`src/rtl/cbdf_params.svh`:
```
`ifndef CBDF_PARAMS_SVH
`define CBDF_PARAMS_SVH

// Curve selector and mask widths.
`define CBDF_MASK_W 22
`define CBDF_SEL_W 5
`define CBDF_SINGLE_MASK_W 17

// Highest curve numbers accepted by a binary dump.
`define CBDF_BIN_MAX_SINGLE 5'h10
`define CBDF_BIN_MAX_DUAL 5'h15
`define CBDF_FAST_MAX_SINGLE 5'h04
`define CBDF_FAST_MAX_DUAL 5'h07

// The frequency curve is split into a lower and an upper half.
`define CBDF_FREQ_LO 5'h0F
`define CBDF_FREQ_HI 5'h10

// Text encoding of decimal values.
`define CBDF_ASCII_ZERO 8'h30
`define CBDF_ASCII_MINUS 8'h2D
`define CBDF_DEC_DIGITS 10
`define CBDF_TOP_DIGIT 4'h9

`endif

```
`src/rtl/cbdf_pkg.sv`:
```
package cbdf_pkg;

    // Kind of dump requested by the host.
    typedef enum logic {
        cbdf_binary,
        cbdf_tabular
    } cbdf_kind_t;

    // Dump sequencer states.
    typedef enum logic [3:0] {
        st_idle,
        st_sel,
        st_delim,
        st_rd,
        st_rd1,
        st_rd2,
        st_conv,
        st_dig,
        st_bhi,
        st_blo,
        st_term
    } cbdf_state_t;

    // Decimal formatter states.
    typedef enum logic [1:0] {
        dq_idle,
        dq_sign,
        dq_digit
    } cbdf_dec_state_t;

endpackage

```
`src/rtl/cbdf_dec_fmt.sv`:
```
`timescale 1ns/1ns
`default_nettype none
`include "cbdf_params.svh"

module cbdf_dec_fmt
    import cbdf_pkg::*;
(
    // Clock and reset.
    input wire logic ref_clk,
    input wire logic reset_n,
    // Value to convert.
    input wire logic start,
    input wire logic signed [31:0] value,
    // Character stream.
    output logic ch_valid,
    output logic [7:0] ch_data,
    input wire logic ch_ready,
    output logic done
);

    cbdf_dec_state_t state_q;
    logic [31:0] mag_q;
    logic [3:0] pidx_q;
    logic [3:0] dig_q;
    logic started_q;
    logic ch_valid_q;
    logic [7:0] ch_data_q;
    logic done_q;
    logic [31:0] pw;

    // Power of ten for the digit position being produced.
    function automatic logic [31:0] pow10(input logic [3:0] idx);
        logic [31:0] p;
        p = 32'h00000001;
        for (int i = 0; i < `CBDF_DEC_DIGITS; i++)
        begin
            if (i < idx)
            begin
                p = p * 32'h0000000A;
            end
        end
        return p;
    endfunction

    assign pw = pow10(pidx_q);
    assign ch_valid = ch_valid_q;
    assign ch_data = ch_data_q;
    assign done = done_q;

    // Digits come out by repeated subtraction, most significant first, with
    // leading zeros suppressed; a lone zero is still sent.
    always_ff @(posedge ref_clk or negedge reset_n)
    begin
        if (!reset_n)
        begin
            state_q <= dq_idle;
            mag_q <= 32'h00000000;
            pidx_q <= 4'h0;
            dig_q <= 4'h0;
            started_q <= 1'b0;
            ch_valid_q <= 1'b0;
            ch_data_q <= 8'h00;
            done_q <= 1'b0;
        end
        else
        begin
            done_q <= 1'b0;
            case (state_q)
                dq_idle:
                begin
                    if (start)
                    begin
                        mag_q <= value[31] ? 32'(-value) : 32'(value);
                        pidx_q <= `CBDF_TOP_DIGIT;
                        dig_q <= 4'h0;
                        started_q <= 1'b0;
                        ch_valid_q <= value[31];
                        ch_data_q <= `CBDF_ASCII_MINUS;
                        state_q <= value[31] ? dq_sign : dq_digit;
                    end
                end
                dq_sign:
                begin
                    if (ch_ready)
                    begin
                        ch_valid_q <= 1'b0;
                        state_q <= dq_digit;
                    end
                end
                dq_digit:
                begin
                    if (ch_valid_q)
                    begin
                        if (ch_ready)
                        begin
                            ch_valid_q <= 1'b0;
                            dig_q <= 4'h0;
                            if (pidx_q == 4'h0)
                            begin
                                done_q <= 1'b1;
                                state_q <= dq_idle;
                            end
                            else
                            begin
                                pidx_q <= pidx_q - 4'h1;
                            end
                        end
                    end
                    else if (mag_q >= pw)
                    begin
                        mag_q <= mag_q - pw;
                        dig_q <= dig_q + 4'h1;
                    end
                    else if (dig_q != 4'h0 || started_q || pidx_q == 4'h0)
                    begin
                        started_q <= 1'b1;
                        ch_valid_q <= 1'b1;
                        ch_data_q <= `CBDF_ASCII_ZERO + {4'h0, dig_q};
                    end
                    else
                    begin
                        pidx_q <= pidx_q - 4'h1;
                    end
                end
                default:
                begin
                    state_q <= dq_idle;
                end
            endcase
        end
    end

endmodule
`default_nettype wire

```
`src/rtl/cbdf_top.sv`:
```
`timescale 1ns/1ns
`default_nettype none
`include "cbdf_params.svh"

module cbdf_top
    import cbdf_pkg::*;
#(
    parameter int PT_W = 17
)
(
    // Clock and reset.
    input wire logic ref_clk,
    input wire logic reset_n,
    // Dump command.
    input wire logic cmd_valid,
    input wire logic cmd_tabular,
    input wire logic [`CBDF_MASK_W-1:0] cmd_arg,
    // Buffer configuration.
    input wire logic fast_mode,
    input wire logic dual_mode,
    input wire logic [`CBDF_MASK_W-1:0] stored_mask,
    input wire logic [PT_W-1:0] curve_len,
    input wire logic [7:0] delim_char,
    input wire logic [7:0] term_char,
    // Curve buffer read port.
    output logic mem_rd_en,
    output logic [`CBDF_SEL_W-1:0] mem_curve,
    output logic [PT_W-1:0] mem_addr,
    input wire logic [15:0] mem_rd_data,
    // Response byte stream.
    output logic tx_valid,
    output logic [7:0] tx_data,
    input wire logic tx_ready,
    // Status.
    output logic busy,
    output logic param_err,
    output logic dump_done
);

    if (PT_W < 1 || PT_W > 30)
    begin : g_chk
        $error("cbdf_top: PT_W out of range");
    end

    cbdf_state_t state_q;
    cbdf_kind_t kind_q;
    logic [`CBDF_MASK_W-1:0] sel_q;
    logic [PT_W-1:0] len_q;
    logic [PT_W-1:0] pt_q;
    logic [`CBDF_SEL_W-1:0] bit_q;
    logic first_q;
    logic hi_phase_q;
    logic [15:0] word_q;
    logic [15:0] lo_q;
    logic [7:0] delim_q;
    logic [7:0] term_q;
    logic busy_q;
    logic err_q;
    logic done_q;
    logic tx_valid_q;
    logic [7:0] tx_data_q;
    logic mem_rd_en_q;
    logic [`CBDF_SEL_W-1:0] mem_curve_q;
    logic [PT_W-1:0] mem_addr_q;
    logic [PT_W:0] bin_bytes_q;
    logic tx_free;
    logic last_pt;
    logic [`CBDF_SEL_W-1:0] arg_sel;
    logic bin_ok;
    logic tab_ok;
    logic nsel_found;
    logic [`CBDF_SEL_W-1:0] nsel_idx;
    logic conv_valid;
    logic [7:0] conv_char;
    logic conv_done;
    logic conv_ready;
    logic signed [31:0] conv_value;

    // Lowest selected curve at or above a position; the upper frequency half
    // is never a column of its own.
    function automatic logic [`CBDF_SEL_W:0] next_sel(input logic [`CBDF_MASK_W-1:0] m,
                                                     input logic [`CBDF_SEL_W-1:0] from);
        logic [`CBDF_SEL_W:0] r;
        r = '0;
        for (int i = `CBDF_MASK_W - 1; i >= 0; i--)
        begin
            if (m[i] && i >= int'(from) && i != int'(`CBDF_FREQ_HI))
            begin
                r = {1'b1, `CBDF_SEL_W'(i)};
            end
        end
        return r;
    endfunction

    assign tx_free = !tx_valid_q || tx_ready;
    assign last_pt = (pt_q == len_q - PT_W'(1));
    assign arg_sel = cmd_arg[`CBDF_SEL_W-1:0];
    assign {nsel_found, nsel_idx} = next_sel(sel_q, bit_q);

    // Binary requests: fast selector range or a stored standard curve.
    assign bin_ok = (cmd_arg[`CBDF_MASK_W-1:`CBDF_SEL_W] == '0) && (fast_mode ?
        (arg_sel <= (dual_mode ? `CBDF_FAST_MAX_DUAL : `CBDF_FAST_MAX_SINGLE)) :
        (arg_sel <= (dual_mode ? `CBDF_BIN_MAX_DUAL : `CBDF_BIN_MAX_SINGLE)
         && stored_mask[arg_sel]));

    // Tabular requests: standard mode, nonzero mask of stored curves only.
    assign tab_ok = !fast_mode
        && (cmd_arg != '0)
        && (dual_mode || cmd_arg[`CBDF_MASK_W-1:`CBDF_SINGLE_MASK_W] == '0)
        && ((cmd_arg & ~stored_mask) == '0);

    // Frequency joins its halves; other curves are signed 16-bit values.
    assign conv_value = (bit_q == `CBDF_FREQ_LO) ? signed'({word_q, lo_q})
        : 32'(signed'(word_q));
    assign conv_ready = (state_q == st_dig) && tx_free;

    // Decimal text for tabular values.
    cbdf_dec_fmt u_dec (
        .ref_clk(ref_clk),
        .reset_n(reset_n),
        .start(state_q == st_conv),
        .value(conv_value),
        .ch_valid(conv_valid),
        .ch_data(conv_char),
        .ch_ready(conv_ready),
        .done(conv_done)
    );

    // Dump sequencer: command check, point walk and curve walk.
    always_ff @(posedge ref_clk or negedge reset_n)
    begin
        if (!reset_n)
        begin
            state_q <= st_idle;
            kind_q <= cbdf_binary;
            sel_q <= '0;
            len_q <= '0;
            pt_q <= '0;
            bit_q <= '0;
            first_q <= 1'b0;
            hi_phase_q <= 1'b0;
            word_q <= 16'h0000;
            lo_q <= 16'h0000;
            delim_q <= 8'h00;
            term_q <= 8'h00;
            busy_q <= 1'b0;
            err_q <= 1'b0;
            done_q <= 1'b0;
        end
        else
        begin
            err_q <= 1'b0;
            done_q <= 1'b0;
            case (state_q)
                st_idle:
                begin
                    if (cmd_valid)
                    begin
                        len_q <= curve_len;
                        delim_q <= delim_char;
                        term_q <= term_char;
                        pt_q <= '0;
                        first_q <= 1'b1;
                        hi_phase_q <= 1'b0;
                        sel_q <= cmd_arg;
                        kind_q <= cmd_tabular ? cbdf_tabular : cbdf_binary;
                        bit_q <= cmd_tabular ? '0 : arg_sel;
                        if (curve_len != '0 && (cmd_tabular ? tab_ok : bin_ok))
                        begin
                            busy_q <= 1'b1;
                            state_q <= cmd_tabular ? st_sel : st_rd;
                        end
                        else
                        begin
                            err_q <= 1'b1;
                        end
                    end
                end
                st_sel:
                begin
                    if (nsel_found)
                    begin
                        bit_q <= nsel_idx;
                        state_q <= first_q ? st_rd : st_delim;
                    end
                    else
                    begin
                        state_q <= st_term;
                    end
                end
                st_delim:
                begin
                    state_q <= tx_free ? st_rd : st_delim;
                end
                st_rd:
                begin
                    state_q <= st_rd1;
                end
                st_rd1:
                begin
                    state_q <= st_rd2;
                end
                st_rd2:
                begin
                    if (kind_q == cbdf_binary)
                    begin
                        word_q <= mem_rd_data;
                        state_q <= st_bhi;
                    end
                    else if (bit_q == `CBDF_FREQ_LO && !hi_phase_q)
                    begin
                        lo_q <= mem_rd_data;
                        hi_phase_q <= 1'b1;
                        state_q <= st_rd;
                    end
                    else
                    begin
                        word_q <= mem_rd_data;
                        hi_phase_q <= 1'b0;
                        state_q <= st_conv;
                    end
                end
                st_conv:
                begin
                    state_q <= st_dig;
                end
                st_dig:
                begin
                    if (conv_done)
                    begin
                        first_q <= 1'b0;
                        bit_q <= bit_q + `CBDF_SEL_W'(1);
                        state_q <= st_sel;
                    end
                end
                st_bhi:
                begin
                    state_q <= tx_free ? st_blo : st_bhi;
                end
                st_blo:
                begin
                    if (tx_free)
                    begin
                        pt_q <= last_pt ? pt_q : pt_q + PT_W'(1);
                        state_q <= last_pt ? st_term : st_rd;
                    end
                end
                st_term:
                begin
                    if (tx_free)
                    begin
                        if (kind_q == cbdf_binary || last_pt)
                        begin
                            busy_q <= 1'b0;
                            done_q <= 1'b1;
                            state_q <= st_idle;
                        end
                        else
                        begin
                            pt_q <= pt_q + PT_W'(1);
                            bit_q <= '0;
                            first_q <= 1'b1;
                            state_q <= st_sel;
                        end
                    end
                end
                default:
                begin
                    state_q <= st_idle;
                end
            endcase
        end
    end

    // Response byte register: bytes, delimiters, digits and terminators.
    always_ff @(posedge ref_clk or negedge reset_n)
    begin
        if (!reset_n)
        begin
            tx_valid_q <= 1'b0;
            tx_data_q <= 8'h00;
        end
        else if (tx_free)
        begin
            tx_valid_q <= 1'b1;
            case (state_q)
                st_bhi: tx_data_q <= word_q[15:8];
                st_blo: tx_data_q <= word_q[7:0];
                st_delim: tx_data_q <= delim_q;
                st_term: tx_data_q <= term_q;
                st_dig:
                begin
                    tx_valid_q <= conv_valid;
                    tx_data_q <= conv_char;
                end
                default: tx_valid_q <= 1'b0;
            endcase
        end
    end

    // Curve buffer read request, one cycle per word.
    always_ff @(posedge ref_clk or negedge reset_n)
    begin
        if (!reset_n)
        begin
            mem_rd_en_q <= 1'b0;
            mem_curve_q <= '0;
            mem_addr_q <= '0;
        end
        else
        begin
            mem_rd_en_q <= (state_q == st_rd);
            if (state_q == st_rd)
            begin
                mem_curve_q <= hi_phase_q ? `CBDF_FREQ_HI : bit_q;
                mem_addr_q <= pt_q;
            end
        end
    end

    // Binary byte tally, read only by the checks below.
    always_ff @(posedge ref_clk or negedge reset_n)
    begin
        if (!reset_n)
        begin
            bin_bytes_q <= '0;
        end
        else if (state_q == st_idle)
        begin
            bin_bytes_q <= '0;
        end
        else if ((state_q == st_bhi || state_q == st_blo) && tx_free)
        begin
            bin_bytes_q <= bin_bytes_q + (PT_W+1)'(1);
        end
    end

    assign tx_valid = tx_valid_q;
    assign tx_data = tx_data_q;
    assign mem_rd_en = mem_rd_en_q;
    assign mem_curve = mem_curve_q;
    assign mem_addr = mem_addr_q;
    assign busy = busy_q;
    assign param_err = err_q;
    assign dump_done = done_q;

    // Checks tying stream contents and request handling to their causes.
    a_msb_first: assert property (@(posedge ref_clk) disable iff (!reset_n)
        state_q == st_bhi && tx_free |=> tx_valid_q && tx_data_q == word_q[15:8]
        ##1 (tx_data_q == $past(word_q[7:0]) || !tx_valid_q || state_q == st_blo))
        else $error("binary high byte not sent first");
    a_lsb_second: assert property (@(posedge ref_clk) disable iff (!reset_n)
        state_q == st_blo && tx_free |=> tx_data_q == $past(word_q[7:0]))
        else $error("binary low byte wrong");
    a_byte_count: assert property (@(posedge ref_clk) disable iff (!reset_n)
        state_q == st_term && kind_q == cbdf_binary |-> bin_bytes_q == {len_q, 1'b0})
        else $error("binary byte count is not twice the length");
    a_term_last: assert property (@(posedge ref_clk) disable iff (!reset_n)
        state_q == st_term && kind_q == cbdf_binary
        |-> last_pt && ($past(state_q) == st_blo || $past(state_q) == st_term))
        else $error("terminator inside binary block");
    a_fast_refuse: assert property (@(posedge ref_clk) disable iff (!reset_n)
        state_q == st_idle && cmd_valid && cmd_tabular && fast_mode
        |=> param_err && state_q == st_idle)
        else $error("tabular dump taken in fast mode");
    a_unstored_err: assert property (@(posedge ref_clk) disable iff (!reset_n)
        state_q == st_idle && cmd_valid && !cmd_tabular && !fast_mode
        && arg_sel <= `CBDF_BIN_MAX_SINGLE && !stored_mask[arg_sel] |=> param_err)
        else $error("unstored curve not refused");
    a_mask_omit: assert property (@(posedge ref_clk) disable iff (!reset_n)
        mem_rd_en_q && kind_q == cbdf_tabular && mem_curve_q != `CBDF_FREQ_HI
        |-> sel_q[mem_curve_q])
        else $error("unselected curve read");
    a_freq_pair: assert property (@(posedge ref_clk) disable iff (!reset_n)
        mem_rd_en_q && kind_q == cbdf_tabular && mem_curve_q == `CBDF_FREQ_LO
        |=> ##2 mem_rd_en_q && mem_curve_q == `CBDF_FREQ_HI)
        else $error("frequency upper half not read");
    a_delim_char: assert property (@(posedge ref_clk) disable iff (!reset_n)
        state_q == st_delim && tx_free |=> tx_valid_q && tx_data_q == delim_q)
        else $error("delimiter not sent");
    a_ascending: assert property (@(posedge ref_clk) disable iff (!reset_n)
        state_q == st_sel && nsel_found |-> nsel_idx >= bit_q)
        else $error("curves out of ascending order");

endmodule
`default_nettype wire

```
`config.mk`:
```
export PLATFORM = sky130hd
export DESIGN_NAME = cbdf_top
export DESIGN_NICKNAME = d
export VERILOG_FILES = /design/src/rtl/cbdf_pkg.sv /design/src/rtl/cbdf_dec_fmt.sv /design/src/rtl/cbdf_top.sv
export VERILOG_INCLUDE_DIRS = /design/src /design/src/rtl
export SDC_FILE = /design/constraint.sdc
export NUM_CORES = 1
export LEC_CHECK = 0
export BUFFER_PORTS_ARGS = -buffer_cell sky130_fd_sc_hd__buf_2
export CAP_MARGIN = 20
export CELL_PAD_IN_SITES_DETAIL_PLACEMENT = 0
export CELL_PAD_IN_SITES_GLOBAL_PLACEMENT = 1
export CORE_MARGIN = 5
export CORE_UTILIZATION = 28
export DETAILED_ROUTE_END_ITERATION = 7
export PLACE_DENSITY_LB_ADDON = 0.2
export SETUP_SLACK_MARGIN = 0.05
export SYNTH_ARGS = -nofsm -noshare
export SYNTH_HDL_FRONTEND = slang
export SYNTH_SLANG_ARGS = --single-unit
```
`constraint.sdc`:
```
create_clock -name ref_clk -period 48.4 [get_ports ref_clk]
set_input_delay 9.68 -clock ref_clk [delete_from_list [all_inputs] [get_ports ref_clk]]
set_output_delay 9.68 -clock ref_clk [all_outputs]
set_load 0.02 [all_outputs]
```
==> flow_metrics.env <==
export IMPL_outcome="finished, final reports clean"
export IMPL_wl_um=74220
export IMPL_fin_skew_ns=0.01376
export IMPL_reg2reg_slack_ns=28.36
export IMPL_num_antenna_cells=0
export IMPL_end_kind="register"
export IMPL_cap_violations=0
export IMPL_grt_util_met1_pct=22.44
export IMPL_insertion_delay_ns=0.47
export IMPL_synthAdderAreaFrac_pct=18.40
export IMPL_r2r_start="u_dec.pidx_q[1]"
export IMPL_syn_nets=3380
export IMPL_critPathKind="reg2reg"
export IMPL_drive_gt1_share_pct=10.71
export IMPL_busiest_layer="met2"
export IMPL_crit_required_ns=48.75
export IMPL_crit_path_max_fanout=64
export IMPL_antenna_found_initial=0
export IMPL_core_sq_mm=0.08316
export IMPL_cts_max_level=4
export IMPL_use_met2_pct=28.08
export IMPL_worstPathArrival_ns=20.39
export IMPL_synth_seq_cells=200
export IMPL_rows=106
export IMPL_grt_overflow_total=0
export IMPL_die_w_um=298.8
export IMPL_cts_resized=0
export IMPL_cts_setup_buffers=0
export IMPL_finalCriticalPeriod_ns=20.04
export IMPL_fmax_mhz=49.90
export IMPL_ctsHoldBuffers=0
export IMPL_rr_worst_depth=78
export IMPL_cpPeakStageDelay_ns=0.59
export IMPL_dp_hpwl_um=59290
export IMPL_synth_seq_area_share_pct=21.44
export IMPL_start_util_pct=28.08
export IMPL_grtUsageTotal_pct=16.29
export IMPL_synth_flop_cell="dfrtp_1"
export IMPL_nNetsFinal=3440
export IMPL_cts_sinks=200
export IMPL_met3_usage_pct=1.329
export IMPL_post_route_period_util_pct=41.40
export IMPL_viasPerCell=5.263
export IMPL_die_area_sq_mm=0.08926
export IMPL_synth_top_family_by_area="compound AO/OA/AOI/OAI gates"
export IMPL_tightestPinTransition_ns=1.053
export IMPL_wl_per_cell_um=18.12
export IMPL_tritoncts="built"
export IMPL_avgSynthCellArea_sq_um=7.936
export IMPL_slew_headroom_pct=29.52
export IMPL_area_growth_synth_to_final_pct=10.27
export IMPL_setup_viol=0
export IMPL_grt_max_degree=73
export IMPL_syn_area_sq_mm=0.02335
export IMPL_cts_root_buf="clkbuf_16"
export IMPL_slew_violations=0
export IMPL_synth_compound_area_share_pct=22.94
export IMPL_remaining_drc_errors=0
export IMPL_synth_cell_types=84
export IMPL_grt_pass1_vias=21927
export IMPL_slowest_stage="nor2_1"
export IMPL_r2r_end="u_dec.mag_q[23]"
export IMPL_antenna_left=0
export IMPL_tns_ns=0
export IMPL_hold_class="reg2reg"
export IMPL_synth_enable_flop_cells=0
export IMPL_synth_mux_area_share_pct=5.932
export IMPL_start_kind="register"
export IMPL_first_pass_iters=5
export IMPL_cpMostUsedCell="ha_1"
export IMPL_hold_violations=0
export IMPL_cts_buffers=17
export IMPL_rsz0062_at_grt="false"
export IMPL_hold_path_endpoint="delim_q[7]"
export IMPL_clock_path_buffers=2
export IMPL_num_io_pins=135
export IMPL_gp_congestion=0.8741
export IMPL_holdWs_ns=0.4801
export IMPL_synthSimpleGateAreaFrac_pct=20.17
export IMPL_drt_iter0_markers=1274
export IMPL_synthXorXnorAreaFrac_pct=7.074
export IMPL_dieHeight_um=298.8
export IMPL_path_clk_slew_ns=0.08
export IMPL_syn_inst=2942
export IMPL_async_flop_share_pct=100.0
export IMPL_hold_depth=2
export IMPL_vias=21550
export IMPL_io_buffer_count=134
export IMPL_holdCritStartpoint="delim_q[7]"
export IMPL_grt_pass1_wl_um=120400
export IMPL_yosys_warnings=0
==> flip-flops by register name, indices dropped and copies added, names as in the netlist, 2 cells and up <==
register and count:
mem_curve 5, u_dec.dig_q 4, len_q 17, sel_q 21, pt_q 17, mem_addr 17
lo_q 16, u_dec.ch_data 6, word_q 16, u_dec.mag_q 32, bit_q 5, tx_data 8
u_dec.pidx_q 4, term_q 8, u_dec.state_q 2, state_q 4, delim_q 8
==> cell usage in the layout (no fill, tap or decap), drive strengths merged, types with 18 or more instances in the layout <==
master | Yosys | layout
a211oi | 24 | 24
a21o | 72 | 72
a21oi | 247 | 247
a31oi | 43 | 43
and2 | 25 | 25
and3 | 21 | 21
buf | 13 | 156
clkbuf | 102 | 18
dfrtp | 200 | 200
ha | 329 | 329
inv | 134 | 141
mux2 | 79 | 79
mux2i | 36 | 36
nand2 | 330 | 330
nand2b | 42 | 42
nand3 | 46 | 46
nand4 | 27 | 27
nor2 | 282 | 282
nor2b | 46 | 46
nor3 | 65 | 65
nor4 | 30 | 30
o21a | 39 | 39
o21ai | 205 | 205
o21bai | 25 | 25
o22ai | 21 | 21
o31ai | 22 | 22
or3 | 30 | 30
xnor2 | 113 | 113
xor2 | 73 | 73
==> critical path, delay by kind of cell, from the launching register on <==
kind                       cells  cell delay [ns]
AOI/OAI and AO/OA             27             6.64
and+or+nand+nor               17             3.54
buffers and inverters          8             1.31
xor gates and xnor gates       6             0.90
DFF                            1             0.45
adders and majority gates     18             5.99
muxes                          2             0.95
==> routing by layer <==
layer | wire [um] | share of wire (%)
met5 | 0 | 0
met4 | 1110 | 1.5
met3 | 1626 | 2.2
met2 | 34880 | 47
met1 | 36600 | 49
==> cell type report <==
cell class / instances / area [sq um]
flip-flops and latches: 200 / 5006
multi-input cells: 2492 / 17430
inverters: 135 / 506.7
well taps: 1080 / 1351
clock inverters: 14 / 156.4
repair buffers: 156 / 863.3
clock buffers: 18 / 429.2
fillers: 8910 / 57410
==> stage by stage <==
step / worst slack (ns) / instance area (sq um) / utilization, % / cells
global route: 26.70 / 25750 / 30.96 / 4095
detailed placement: 28.31 / 25130 / 30.22 / 4059
floorplan: 32.63 / 23350 / - / 2942
finish: 28.36 / 25750 / 30.96 / 4095
global placement: 28.39 / 25110 / 30.19 / 4058
CTS: 28.23 / 25710 / 30.92 / 4091
==> worst max-delay path by stage <==
stage,end,slack [ns],start
after floorplan,u_dec.ch_data[0],32.63,u_dec.pidx_q[1]
after global placement,u_dec.mag_q[23],28.39,u_dec.pidx_q[1]
after detailed placement,u_dec.mag_q[23],28.31,u_dec.pidx_q[1]
after CTS,u_dec.mag_q[23],28.23,u_dec.pidx_q[1]
after global routing,u_dec.mag_q[23],26.70,u_dec.pidx_q[1]
final,u_dec.mag_q[23],28.36,u_dec.pidx_q[1]
==> Yosys cell counts, types with 45 or more instances <==
library cell,n,area share (%)
a21o_1,71,2.3
a21oi_1,246,5.3
clkbuf_1,102,1.6
dfrtp_1,200,21
ha_1,329,18
inv_1,134,2.2
mux2_2,79,3.8
nand2_1,330,5.3
nand3_1,45,0.96
nor2_1,282,4.5
nor2b_1,46,1.2
nor3_1,62,1.3
o21ai_0,205,4.4
xnor2_1,113,4.2
xor2_1,73,2.7
==> logic make-up (layout without fill, tap and decap cells) <==
group | count (synthesis) | after routing
muxes | 121 | 121
buffers and inverters | 250 | 323
adders and majority gates | 338 | 338
and+or+nand+nor | 998 | 998
AOI/OAI and AO/OA | 848 | 848
xor gates and xnor gates | 187 | 187
DFF | 200 | 200
Power is left out: the tool's default activity adds up to more than one toggle a clock period on the data nets, which glitch-free logic cannot reach.
